**src/common/ext_int_cfg.svh**
```systemverilog
// Constants for the external interruption identification block.
// Assumes inclusion by bare name from the package and design files.
`ifndef EXT_INT_CFG_SVH
`define EXT_INT_CFG_SVH

// ----------------------------------------------------------------
// Widths
// ----------------------------------------------------------------
`define DAR_W        16
`define CODE_W       12
`define NORM_W       11
`define CE_N         4
`define IO_CONTROL_ELEMENT_N       3
`define AXI_AW       8

// ----------------------------------------------------------------
// Register offsets (byte addresses) and reset values
// ----------------------------------------------------------------
`define OFF_DAR      8'h00
`define OFF_MASK     8'h04
`define OFF_CTRL     8'h08
`define OFF_CODE     8'h0c
`define OFF_STAT     8'h10
`define EXCEPTION_MASK_REGISTER_RESET   16'hffff
`define CTRL_RESET   32'h0000_0000
`define CTRL_WMASK   32'h007f_7f80
`define RESP_OKAY    2'b00
`define RESP_SLVERR  2'b10

// ----------------------------------------------------------------
// Exception source register layout
// ----------------------------------------------------------------
`define DAR_RSVD     16'h0003
`define IOCE0_LO     2
`define IOCE1_LO     4
`define IOCE0_MASK   0
`define IOCE1_MASK   2
`define CE_ELC_LO    6

// ----------------------------------------------------------------
// Interruption code layout (index 0 is status word bit 20)
// ----------------------------------------------------------------
`define CODE_WRITE_LO 4
`define CODE_KEY     8
`define CODE_TIMER   9
`define CODE_PIR     10
`define CODE_DAR     11
`define CODE_SHIFT   20
`define STAT_REQ     16

`endif

```
**src/common/ext_int_pkg.sv**
```systemverilog
// Types shared by the external interruption identification block.
// Assumes the constants header sits in the include path.
`include "ext_int_cfg.svh"

package ext_int_pkg;

  // ----------------------------------------------------------------
  // Processor state and control register layout
  // ----------------------------------------------------------------
  typedef enum logic [1:0] {
    STATE_ZERO, STATE_ONE, STATE_TWO, STATE_THREE
  } ce_state_e;

  typedef struct packed {
    logic [8:0]          spareHi;
    logic [`CE_N-1:0]    sconAccept;
    logic                testSwitch;
    ce_state_e           ceState;
    logic                spareMid;
    logic [`IO_CONTROL_ELEMENT_N-1:0]  ioceListen;
    logic [`CE_N-1:0]    ceListen;
    logic                extMask;
    logic [6:0]          spareLo;
  } ctrl_s;

  // Normal (program) interruption sources, one-cycle pulses
  typedef struct packed {
    logic [`IO_CONTROL_ELEMENT_N-1:0]  pirReq;
    logic                timerTick;
    logic                interruptKey;
    logic [`CE_N-1:0]    directWrite;
    logic [`CE_N-1:0]    directRead;
  } norm_req_s;

endpackage

```
**src/core/exception_capture.sv**
```systemverilog
// Exception source register with read-clear and pulse/level sources.
// Assumes readClear is a one-cycle pulse from the register slave.
`timescale 1ns/1ps
`include "ext_int_cfg.svh"

module exception_capture
  import ext_int_pkg::*;
(
  input  wire logic              clock,
  input  wire logic              reset_n,
  input  wire logic [`DAR_W-1:0] srcPulse,
  input  wire logic [`DAR_W-1:0] srcLevel,
  input  wire logic              readClear,
  output logic      [`DAR_W-1:0] exception_source_register
);

  // ----------------------------------------------------------------
  // Per-bit capture
  // ----------------------------------------------------------------
  logic [`DAR_W-1:0] dar_reg;
  logic [`DAR_W-1:0] dar_next;
  logic [`DAR_W-1:0] hold_reg;
  logic [`DAR_W-1:0] hold_next;
  // Reserved positions never latch; a literal cannot be bit-selected
  wire  [`DAR_W-1:0] rsvdBits = `DAR_RSVD;

  genvar i;
  generate
    for (i = 0; i < `DAR_W; i++) begin : g_bit
      // Read wipes the bit; level sources re-set it the cycle after
      assign dar_next[i] = readClear ? 1'b0 :
          (dar_reg[i] | hold_reg[i] | srcPulse[i] | srcLevel[i])
          & ~rsvdBits[i];
      // Pulses during a read would be lost, so park them a cycle
      assign hold_next[i] = readClear & srcPulse[i];
    end
  endgenerate

  // Register update, cleared on reset
  always_ff @(posedge clock) begin
    if (!reset_n) begin
      dar_reg  <= '0;
      hold_reg <= '0;
    end else begin
      dar_reg  <= dar_next;
      hold_reg <= hold_next;
    end
  end

  assign exception_source_register = dar_reg;

  // ----------------------------------------------------------------
  // Checks
  // ----------------------------------------------------------------
  property p_readWipes;
    @(posedge clock) disable iff (!reset_n)
      readClear |=> (exception_source_register == '0);
  endproperty
  a_readWipes: assert property (p_readWipes)
    else $error("exception register not cleared by read");

  property p_pulseKept;
    @(posedge clock) disable iff (!reset_n)
      readClear ##1 reset_n |=> ((exception_source_register & $past(srcPulse, 2)) ==
                                 ($past(srcPulse, 2) & ~`DAR_RSVD));
  endproperty
  a_pulseKept: assert property (p_pulseKept)
    else $error("pulse during read was lost");

  property p_bitSticks;
    @(posedge clock) disable iff (!reset_n)
      !readClear |=> ((exception_source_register & $past(exception_source_register)) == $past(exception_source_register));
  endproperty
  a_bitSticks: assert property (p_bitSticks)
    else $error("exception bit dropped without a read");

  property p_levelReturns;
    @(posedge clock) disable iff (!reset_n)
      readClear ##1 (srcLevel != '0) |=>
        ((exception_source_register & $past(srcLevel)) == ($past(srcLevel) & ~`DAR_RSVD));
  endproperty
  a_levelReturns: assert property (p_levelReturns)
    else $error("level source did not re-set its bit");

  c_pulseDuringRead: cover property (@(posedge clock)
      readClear && (srcPulse & ~`DAR_RSVD) != '0);

endmodule

```
**src/core/external_interrupt_identification.sv**
```systemverilog
// External interruption identification and masking for one processor.
// Assumes an AXI4-Lite master, one clock, synchronous peer inputs.
//
// What this block does
// - Source identity goes to status bits 20-31
// - Peer direct requests gated by configuration listen bits
// - Listened peer request sets bit, interrupts if bit7
// - Key and timer bits set regardless of configuration
// - Bit 30 flags gated processor-port register sources
// - Element exception request sets its source bit
// - Exception register read only by diagnose access
// - Source, mask, bit7 give interrupt with flag
// - Peer element check forced in states two-zero, in zero only with test switch off
// - Source bits stay until read, then cleared
// - Pulse bits stay clear until next pulse
// - Level bits re-set right after read-clear
// - Read returns register regardless of mask
// - No setting while the read is in progress
// - Mask written only by diagnose write
// - Mask one passes source bit, zero blocks
// - One mask bit covers both I/O code bits
// - Mask positions 1, 3, 4, 5 are spare
// - I/O code: none, battery, temperature, check
// - Flag is bit 31, only for abnormal
// - Masked requests pend, repeats collapse to one
`timescale 1ns/1ps
`include "ext_int_cfg.svh"

module external_interrupt_identification
  import ext_int_pkg::*;
(
  input  wire logic                clock,
  input  wire logic                reset_n,
  // AXI4-Lite slave
  input  wire logic [`AXI_AW-1:0]  s_axi_awaddr,
  input  wire logic                s_axi_awvalid,
  output logic                     s_axi_awready,
  input  wire logic [31:0]         s_axi_wdata,
  input  wire logic [3:0]          s_axi_wstrb,
  input  wire logic                s_axi_wvalid,
  output logic                     s_axi_wready,
  output logic [1:0]               s_axi_bresp,
  output logic                     s_axi_bvalid,
  input  wire logic                s_axi_bready,
  input  wire logic [`AXI_AW-1:0]  s_axi_araddr,
  input  wire logic                s_axi_arvalid,
  output logic                     s_axi_arready,
  output logic [31:0]              s_axi_rdata,
  output logic [1:0]               s_axi_rresp,
  output logic                     s_axi_rvalid,
  input  wire logic                s_axi_rready,
  // Program interruption sources
  input  wire norm_req_s           normReq,
  // Hardware exception sources, per source register bit
  input  wire logic [`DAR_W-1:0]   excPulse,
  input  wire logic [`DAR_W-1:0]   excLevel,
  // Processor handshake
  input  wire logic                instrDone,
  output logic                     extIntReq,
  output logic                     extIntTaken,
  output logic [`CODE_W-1:0]       interruptCode
);

  // ----------------------------------------------------------------
  // Helper functions
  // ----------------------------------------------------------------
  // Merge written bytes into a word
  function automatic logic [31:0] applyStrobe(
    input logic [31:0] oldVal,
    input logic [31:0] newVal,
    input logic [3:0]  strb
  );
    logic [31:0] res;
    res = oldVal;
    for (int b = 0; b < 4; b++) begin
      if (strb[b]) begin
        res[b*8 +: 8] = newVal[b*8 +: 8];
      end
    end
    return res;
  endfunction

  // Spread the mask over source bits; I/O code pairs share one bit
  function automatic logic [`DAR_W-1:0] expandMask(
    input logic [`DAR_W-1:0] m
  );
    logic [`DAR_W-1:0] res;
    res = m;
    res[`IOCE0_LO +: 2] = {2{m[`IOCE0_MASK]}};
    res[`IOCE1_LO +: 2] = {2{m[`IOCE1_MASK]}};
    // Positions 1, 3, 4, 5 alone never gate anything
    res = res & ~`DAR_RSVD;
    return res;
  endfunction

  // ----------------------------------------------------------------
  // Register state
  // ----------------------------------------------------------------
  ctrl_s                  ctrl_reg;
  ctrl_s                  ctrl_next;
  logic [`DAR_W-1:0]      exception_mask_register_reg;
  logic [`DAR_W-1:0]      exception_mask_register_next;
  logic [`NORM_W-1:0]     pend_reg;
  logic [`NORM_W-1:0]     pend_next;
  logic [`CODE_W-1:0]     code_reg;
  logic                   taken_reg;
  logic [`DAR_W-1:0]      exception_source_register;

  // ----------------------------------------------------------------
  // AXI4-Lite write channel
  // ----------------------------------------------------------------
  logic                   awHeld_reg;
  logic                   wHeld_reg;
  logic [`AXI_AW-1:0]     awAddr_reg;
  logic [31:0]            wData_reg;
  logic [3:0]             wStrb_reg;
  logic                   bvalid_reg;
  logic [1:0]             bresp_reg;

  // Address and data accepted separately, one write at a time
  assign s_axi_awready = !awHeld_reg && !bvalid_reg;
  assign s_axi_wready  = !wHeld_reg && !bvalid_reg;
  assign s_axi_bvalid  = bvalid_reg;
  assign s_axi_bresp   = bresp_reg;

  wire awTake   = s_axi_awvalid && s_axi_awready;
  wire wTake    = s_axi_wvalid && s_axi_wready;
  wire doWrite  = awHeld_reg && wHeld_reg;
  wire wrMask   = doWrite && (awAddr_reg == `OFF_MASK);
  wire wrCtrl   = doWrite && (awAddr_reg == `OFF_CTRL);
  wire wrOk     = wrMask || wrCtrl;

  // Write register file; only a diagnose write reaches the mask
  assign exception_mask_register_next = wrMask ?
      16'(applyStrobe(32'(exception_mask_register_reg), wData_reg, wStrb_reg)) :
      exception_mask_register_reg;
  assign ctrl_next = wrCtrl ?
      ctrl_s'(applyStrobe(ctrl_reg, wData_reg, wStrb_reg) & `CTRL_WMASK) :
      ctrl_reg;

  // Write handshake state
  always_ff @(posedge clock) begin
    if (!reset_n) begin
      awHeld_reg <= 1'b0;
      wHeld_reg  <= 1'b0;
      awAddr_reg <= '0;
      wData_reg  <= '0;
      wStrb_reg  <= '0;
      bvalid_reg <= 1'b0;
      bresp_reg  <= `RESP_OKAY;
    end else begin
      if (awTake) begin
        awHeld_reg <= 1'b1;
        awAddr_reg <= s_axi_awaddr;
      end
      if (wTake) begin
        wHeld_reg <= 1'b1;
        wData_reg <= s_axi_wdata;
        wStrb_reg <= s_axi_wstrb;
      end
      if (doWrite) begin
        awHeld_reg <= 1'b0;
        wHeld_reg  <= 1'b0;
        bvalid_reg <= 1'b1;
        bresp_reg  <= wrOk ? `RESP_OKAY : `RESP_SLVERR;
      end else if (bvalid_reg && s_axi_bready) begin
        bvalid_reg <= 1'b0;
      end
    end
  end

  // Configuration and mask registers
  always_ff @(posedge clock) begin
    if (!reset_n) begin
      ctrl_reg <= ctrl_s'(`CTRL_RESET);
      exception_mask_register_reg <= `EXCEPTION_MASK_REGISTER_RESET;
    end else begin
      ctrl_reg <= ctrl_next;
      exception_mask_register_reg <= exception_mask_register_next;
    end
  end

  // ----------------------------------------------------------------
  // AXI4-Lite read channel
  // ----------------------------------------------------------------
  logic                   rvalid_reg;
  logic [31:0]            rdata_reg;
  logic [1:0]             rresp_reg;

  assign s_axi_arready = !rvalid_reg;
  assign s_axi_rvalid  = rvalid_reg;
  assign s_axi_rdata   = rdata_reg;
  assign s_axi_rresp   = rresp_reg;

  wire arTake  = s_axi_arvalid && s_axi_arready;
  wire rdDar   = s_axi_araddr == `OFF_DAR;
  wire rdMask  = s_axi_araddr == `OFF_MASK;
  wire rdCtrl  = s_axi_araddr == `OFF_CTRL;
  wire rdCode  = s_axi_araddr == `OFF_CODE;
  wire rdStat  = s_axi_araddr == `OFF_STAT;
  wire rdOk    = rdDar || rdMask || rdCtrl || rdCode || rdStat;
  // Only an accepted read at the source register offset clears the source register
  wire darReadClear = arTake && rdDar;

  // Read data mux; source register shown unmasked
  wire [31:0] rdWord =
      rdDar  ? 32'(exception_source_register) :
      rdMask ? 32'(exception_mask_register_reg) :
      rdCtrl ? 32'(ctrl_reg) :
      rdCode ? {code_reg, `CODE_SHIFT'(0)} :
      rdStat ? (32'(pend_reg) | (32'(extIntReq) << `STAT_REQ)) :
      32'h0000_0000;

  // Read response, one cycle after address accepted
  always_ff @(posedge clock) begin
    if (!reset_n) begin
      rvalid_reg <= 1'b0;
      rdata_reg  <= '0;
      rresp_reg  <= `RESP_OKAY;
    end else if (arTake) begin
      rvalid_reg <= 1'b1;
      rdata_reg  <= rdWord;
      rresp_reg  <= rdOk ? `RESP_OKAY : `RESP_SLVERR;
    end else if (rvalid_reg && s_axi_rready) begin
      rvalid_reg <= 1'b0;
    end
  end

  // ----------------------------------------------------------------
  // Exception source register
  // ----------------------------------------------------------------
  // I/O code pairs carry 01 battery/parity, 10 temperature, 11 check
  exception_capture exception_capture_inst (
    .clock     (clock),
    .reset_n   (reset_n),
    .srcPulse  (excPulse),
    .srcLevel  (excLevel),
    .readClear (darReadClear),
    .exception_source_register       (exception_source_register)
  );

  // ----------------------------------------------------------------
  // Normal interruption pending bits
  // ----------------------------------------------------------------
  // Peer and port requests only count when listened to
  wire [`NORM_W-1:0] normSet = {
      |(normReq.pirReq & ctrl_reg.ioceListen),
      normReq.timerTick,
      normReq.interruptKey,
      normReq.directWrite & ctrl_reg.ceListen,
      normReq.directRead & ctrl_reg.ceListen
  };

  // ----------------------------------------------------------------
  // Interruption request and masking
  // ----------------------------------------------------------------
  wire [`DAR_W-1:0] darMasked = exception_source_register & expandMask(exception_mask_register_reg);
  wire [`CE_N-1:0]  ceElc     = exception_source_register[`CE_ELC_LO +: `CE_N];
  // Test switch only matters in state zero; state three is excluded
  wire forceState = (ctrl_reg.ceState == STATE_TWO) ||
                    (ctrl_reg.ceState == STATE_ONE) ||
                    (ctrl_reg.ceState == STATE_ZERO &&
                     !ctrl_reg.testSwitch);
  wire forceInt   = forceState &&
                    |(ceElc & ctrl_reg.sconAccept);
  wire abnormal   = (ctrl_reg.extMask && |darMasked) ||
                    forceInt;
  // Masked requests just wait in the pending bits
  wire normalReq  = ctrl_reg.extMask && |pend_reg;
  assign extIntReq = normalReq || abnormal;
  wire take       = instrDone && extIntReq;

  // Taking clears pending bits; a new set in that cycle still wins
  assign pend_next = (take ? `NORM_W'(0) : pend_reg) | normSet;

  // Pending bits and taken interruption code
  always_ff @(posedge clock) begin
    if (!reset_n) begin
      pend_reg  <= '0;
      code_reg  <= '0;
      taken_reg <= 1'b0;
    end else begin
      pend_reg  <= pend_next;
      taken_reg <= take;
      if (take) begin
        // Flag bit only for abnormal; normal bits only if unmasked
        code_reg <= {abnormal,
                     ctrl_reg.extMask ? pend_reg : `NORM_W'(0)};
      end
    end
  end

  assign extIntTaken   = taken_reg;
  assign interruptCode = code_reg;

  // ----------------------------------------------------------------
  // Checks
  // ----------------------------------------------------------------
  property p_unlistenedIgnored;
    @(posedge clock) disable iff (!reset_n)
      (normReq.directRead[0] && !ctrl_reg.ceListen[0] && !pend_reg[0])
      |=> !pend_reg[0];
  endproperty
  a_unlistenedIgnored: assert property (p_unlistenedIgnored)
    else $error("unlistened peer request was recorded");

  property p_maskHolds;
    @(posedge clock) disable iff (!reset_n)
      (!ctrl_reg.extMask && !forceInt) |-> !extIntReq;
  endproperty
  a_maskHolds: assert property (p_maskHolds)
    else $error("interruption raised while masked");

  property p_keyPends;
    @(posedge clock) disable iff (!reset_n)
      (normReq.interruptKey && !take) ##1 !take
      |=> pend_reg[`CODE_KEY];
  endproperty
  a_keyPends: assert property (p_keyPends)
    else $error("interrupt key request not held pending");

  property p_flagOnAbnormal;
    @(posedge clock) disable iff (!reset_n)
      take |=> (interruptCode[`CODE_DAR] == $past(abnormal)) &&
               extIntTaken;
  endproperty
  a_flagOnAbnormal: assert property (p_flagOnAbnormal)
    else $error("exception flag wrong in taken code");

  property p_zeroMaskBlocks;
    @(posedge clock) disable iff (!reset_n)
      (exception_mask_register_reg == '0 && pend_reg == '0 && !forceInt) |-> !extIntReq;
  endproperty
  a_zeroMaskBlocks: assert property (p_zeroMaskBlocks)
    else $error("masked exception bit raised a request");

  property p_forceIgnoresMask;
    @(posedge clock) disable iff (!reset_n)
      forceInt |-> extIntReq;
  endproperty
  a_forceIgnoresMask: assert property (p_forceIgnoresMask)
    else $error("forced element check did not interrupt");

  c_normalTaken:   cover property (@(posedge clock) take && !abnormal);
  c_abnormalTaken: cover property (@(posedge clock) take && abnormal);
  c_darRead:       cover property (@(posedge clock) darReadClear);

endmodule

```
**config.mk**
```make
export PLATFORM = sky130hd
export DESIGN_NAME = external_interrupt_identification
export DESIGN_NICKNAME = d
export VERILOG_FILES = /design/src/common/ext_int_pkg.sv /design/src/core/exception_capture.sv /design/src/core/external_interrupt_identification.sv
export VERILOG_INCLUDE_DIRS = /design/src /design/src/common
export SDC_FILE = /design/constraint.sdc
export NUM_CORES = 1
export LEC_CHECK = 0
export ABC_AREA = 0
export BUFFER_PORTS_ARGS = -buffer_cell sky130_fd_sc_hd__buf_2
export CELL_PAD_IN_SITES_DETAIL_PLACEMENT = 0
export CELL_PAD_IN_SITES_GLOBAL_PLACEMENT = 1
export CORE_AREA = 2 2 158 160
export DETAILED_ROUTE_END_ITERATION = 16
export DIE_AREA = 0 0 160 162
export GPL_ROUTABILITY_DRIVEN = 1
export PLACE_DENSITY = 0.54
export REMOVE_ABC_BUFFERS = 1
export SLEW_MARGIN = 20
export SYNTH_ARGS = -nofsm -noshare
export SYNTH_HDL_FRONTEND = slang
export SYNTH_SLANG_ARGS = --single-unit
```
**constraint.sdc**
```tcl
create_clock -name clock -period 2.8 [get_ports clock]
set_input_delay 0.28 -clock clock [delete_from_list [all_inputs] [get_ports clock]]
set_output_delay 0.28 -clock clock [all_outputs]
set_load 0.005 [all_outputs]
```
==> impl_metrics.env <==
export IMPL_drv_slew=0
export IMPL_die_h_um=162
export IMPL_cp_end_kind="output port"
export IMPL_fin_ws_ns=0.4651
export IMPL_power_leakage_uw=0.003090
export IMPL_grt_overflow=0
export IMPL_cts_buffers=17
export IMPL_die_w_um=160
export IMPL_clock_insertion_delay_worst_skew_ns=0.42
export IMPL_yosysSeqAreaShare_pct=51.94
export IMPL_worst_pin_slew_ns=0.9215
export IMPL_htree_levels=4
export IMPL_grt_pass1_wl_mm=29.48
export IMPL_syn_area_per_cell_sq_um=8.572
export IMPL_antenna_found_initial=1
export IMPL_holdWs_ns=0.03086
export IMPL_relSlewSlack_pct=38.42
export IMPL_ir_worst_vdd_uv=267.7
export IMPL_layout_drive_gt1_share_pct=24.62
export IMPL_dr_first_iter_drc_count=348
export IMPL_hold_path_class="in -> reg"
export IMPL_crit_arrival_ns=2.05
export IMPL_cts_sinks=155
export IMPL_synthToLayoutAreaGrowth_pct=27.79
export IMPL_die_area_sq_um=25920
export IMPL_num_rows=57
export IMPL_cp_start_kind="flop"
export IMPL_fin_crit_ns=2.335
export IMPL_fillers=2677
export IMPL_routedWlPerCell_um=16.25
export IMPL_crit_fanout=3
export IMPL_via_count=5294
export IMPL_grt_pass1_vias=5102
export IMPL_cts_root_buf="clkbuf_16"
export IMPL_final_cell_area_sq_um=7635
export IMPL_final_common_cell="dfxtp_1"
export IMPL_rsz0062_at_grt="no"
export IMPL_r2r_slack_ns=0.69
export IMPL_fin_crit_sh_pct=83.39
export IMPL_async_flop_share_pct=0
export IMPL_gp_congestion=0.7722
export IMPL_cts_resized=0
export IMPL_setup_violations=0
export IMPL_cp_slowest_stage_delay_ns=0.52
export IMPL_cpMaxStageDelayCell="o41ai_1"
export IMPL_viasPerCell=4.525
export IMPL_synth_cells=697
export IMPL_placed_cell_area_sq_um=7038
export IMPL_ant_nets=0
export IMPL_io_pin_count=160
export IMPL_worstSetupPathType="reg -> out"
export IMPL_grt_max_degree=78
export IMPL_synth_edf_count=0
export IMPL_largest_reg_flops=32
export IMPL_port_buffers=143
export IMPL_drt_pass1_iterations=5
export IMPL_yosysWarnings=0
export IMPL_crit_required_ns=2.52
export IMPL_clockBufferDepth=2
export IMPL_ctsHoldBuffers=0
export IMPL_power_density_nw_per_um2=656.0
export IMPL_r2r_end="interruptCode[11]"
export IMPL_routed_wl_mm=19.02
export IMPL_final_cell_mix="155 x dfxtp_1, 143 x buf_2, 131 x nand2_1"
export IMPL_drc=0
export IMPL_ys_ff_latch=155
export IMPL_nNetsFinal=938
export IMPL_final_setup_tns_ns=0
export IMPL_worstPathCellList="a22oi_1 -> nand3_1 -> o41ai_1 -> nand2_1 -> buf_2"
export IMPL_synth_area_sq_um=5974
export IMPL_rr_worst_depth=6
export IMPL_max_cap_violations=0
export IMPL_cp_endpoint="extIntReq"
export IMPL_cts_setup_buffers=0
export IMPL_initial_core_util_pct=24.78
export IMPL_finClkSkew_ns=0.01158
export IMPL_status="finished, final reports clean"
export IMPL_clk_pin_slew_ns=0.07
export IMPL_core_area_sq_um=24110
export IMPL_hold_viol=0
export IMPL_dp_final_hpwl_mm=13.84
export IMPL_yosys_most_used_dff="dfxtp_1"
export IMPL_cts_tree="built"
export IMPL_grt_util_all_layers_pct=14.71
export IMPL_post_place_ws_ns=0.6219
export IMPL_utilization_pct=31.67
export IMPL_yosysUniqueCellTypes=46
export IMPL_max_freq_ghz=0.4283
per-stage QoR:
step           instances  power (uW)
6_report            1170        5008
5_1_grt             1170        5216
4_1_cts             1169        5083
3_5_place_dp        1137        2727
3_3_place_gp        1137        2725
2_1_floorplan        651        2520
routing by layer:
layer | global-route usage, % | wire, um | vias up
met5 | 0 | 0 | -
met4 | 4.382 | 269 | 0
met3 | 2.911 | 680 | 15
met2 | 23.55 | 8701 | 123
met1 | 20.12 | 9366 | 2458
li1 | - | - | 2698
logic make-up after synthesis:
logic type | Yosys count | synth area share, %
AND/OR/NAND/NOR | 294 | 23.27
AO/OA/AOI/OAI | 170 | 16.71
other | 1 | 0.06277
adder cells (fa/ha/maj) | 1 | 0.2094
multiplexers | 20 | 3.351
flip-flops | 155 | 51.94
buffers and inverters | 56 | 4.460
worst max-delay path, delay by kind of cell (launching register included):
family	cells	cell delay, ns
AO/OA/AOI/OAI	2	0.79
AND/OR/NAND/NOR	2	0.33
flip-flops	1	0.32
buffers and inverters	1	0.19
area by class of cell:
type | instances | area, sq um | area share [%]
diodes | 1 | 2.502 | 0.03278
clock buffers | 20 | 456.7 | 5.982
clock inverters | 12 | 137.6 | 1.803
inverters | 9 | 33.78 | 0.4425
multi-input cells | 487 | 2613 | 34.22
flip-flops and latches | 155 | 3103 | 40.64
well taps | 324 | 405.4 | 5.310
repair buffers | 162 | 883.3 | 11.57
Yosys cell counts, types with 3 or more instances:
cell type | n | area (sq um)
dfxtp_1 | 155 | 3103
nand2_1 | 131 | 491.7
a21oi_1 | 82 | 410.4
nor2_1 | 52 | 195.2
nand3_1 | 44 | 220.2
clkbuf_1 | 34 | 127.6
o21ai_0 | 31 | 155.2
a22oi_1 | 30 | 225.2
mux2i_1 | 20 | 200.2
and2_1 | 19 | 118.9
nor4_1 | 16 | 100.1
inv_1 | 8 | 30.03
nor2b_1 | 7 | 43.79
o31ai_1 | 7 | 52.55
buf_4 | 6 | 45.04
nand2b_1 | 6 | 37.54
o22ai_1 | 5 | 31.28
buf_6 | 4 | 45.04
nor3_1 | 4 | 20.02
a221oi_1 | 3 | 26.28
o21ai_1 | 3 | 15.01
worst min-delay path by stage:
stage | start | to | slack (ns) | cells past startpoint
detailed placement | exception_capture_inst.hold_reg[15] | flop | 0.43 | 2
global placement | exception_capture_inst.hold_reg[15] | flop | 0.43 | 2
floorplan | reset_n | exception_mask_register_reg[1] | 0.34 | 1
global route | s_axi_rready | s_axi_rvalid | 0.02 | 2
finish | s_axi_rready | s_axi_rvalid | 0.03 | 2
CTS | s_axi_rready | s_axi_rvalid | 0.02 | 2
report_power, final:
group          total [uW]  leakage (uW)  internal (uW)  switching (uW)
Clock                2340      0.000288           1370             967
Sequential           2320       0.00126           2270            53.4
Combinational         346       0.00154            137             209
Note: power is estimated with default switching activity, not from simulation.
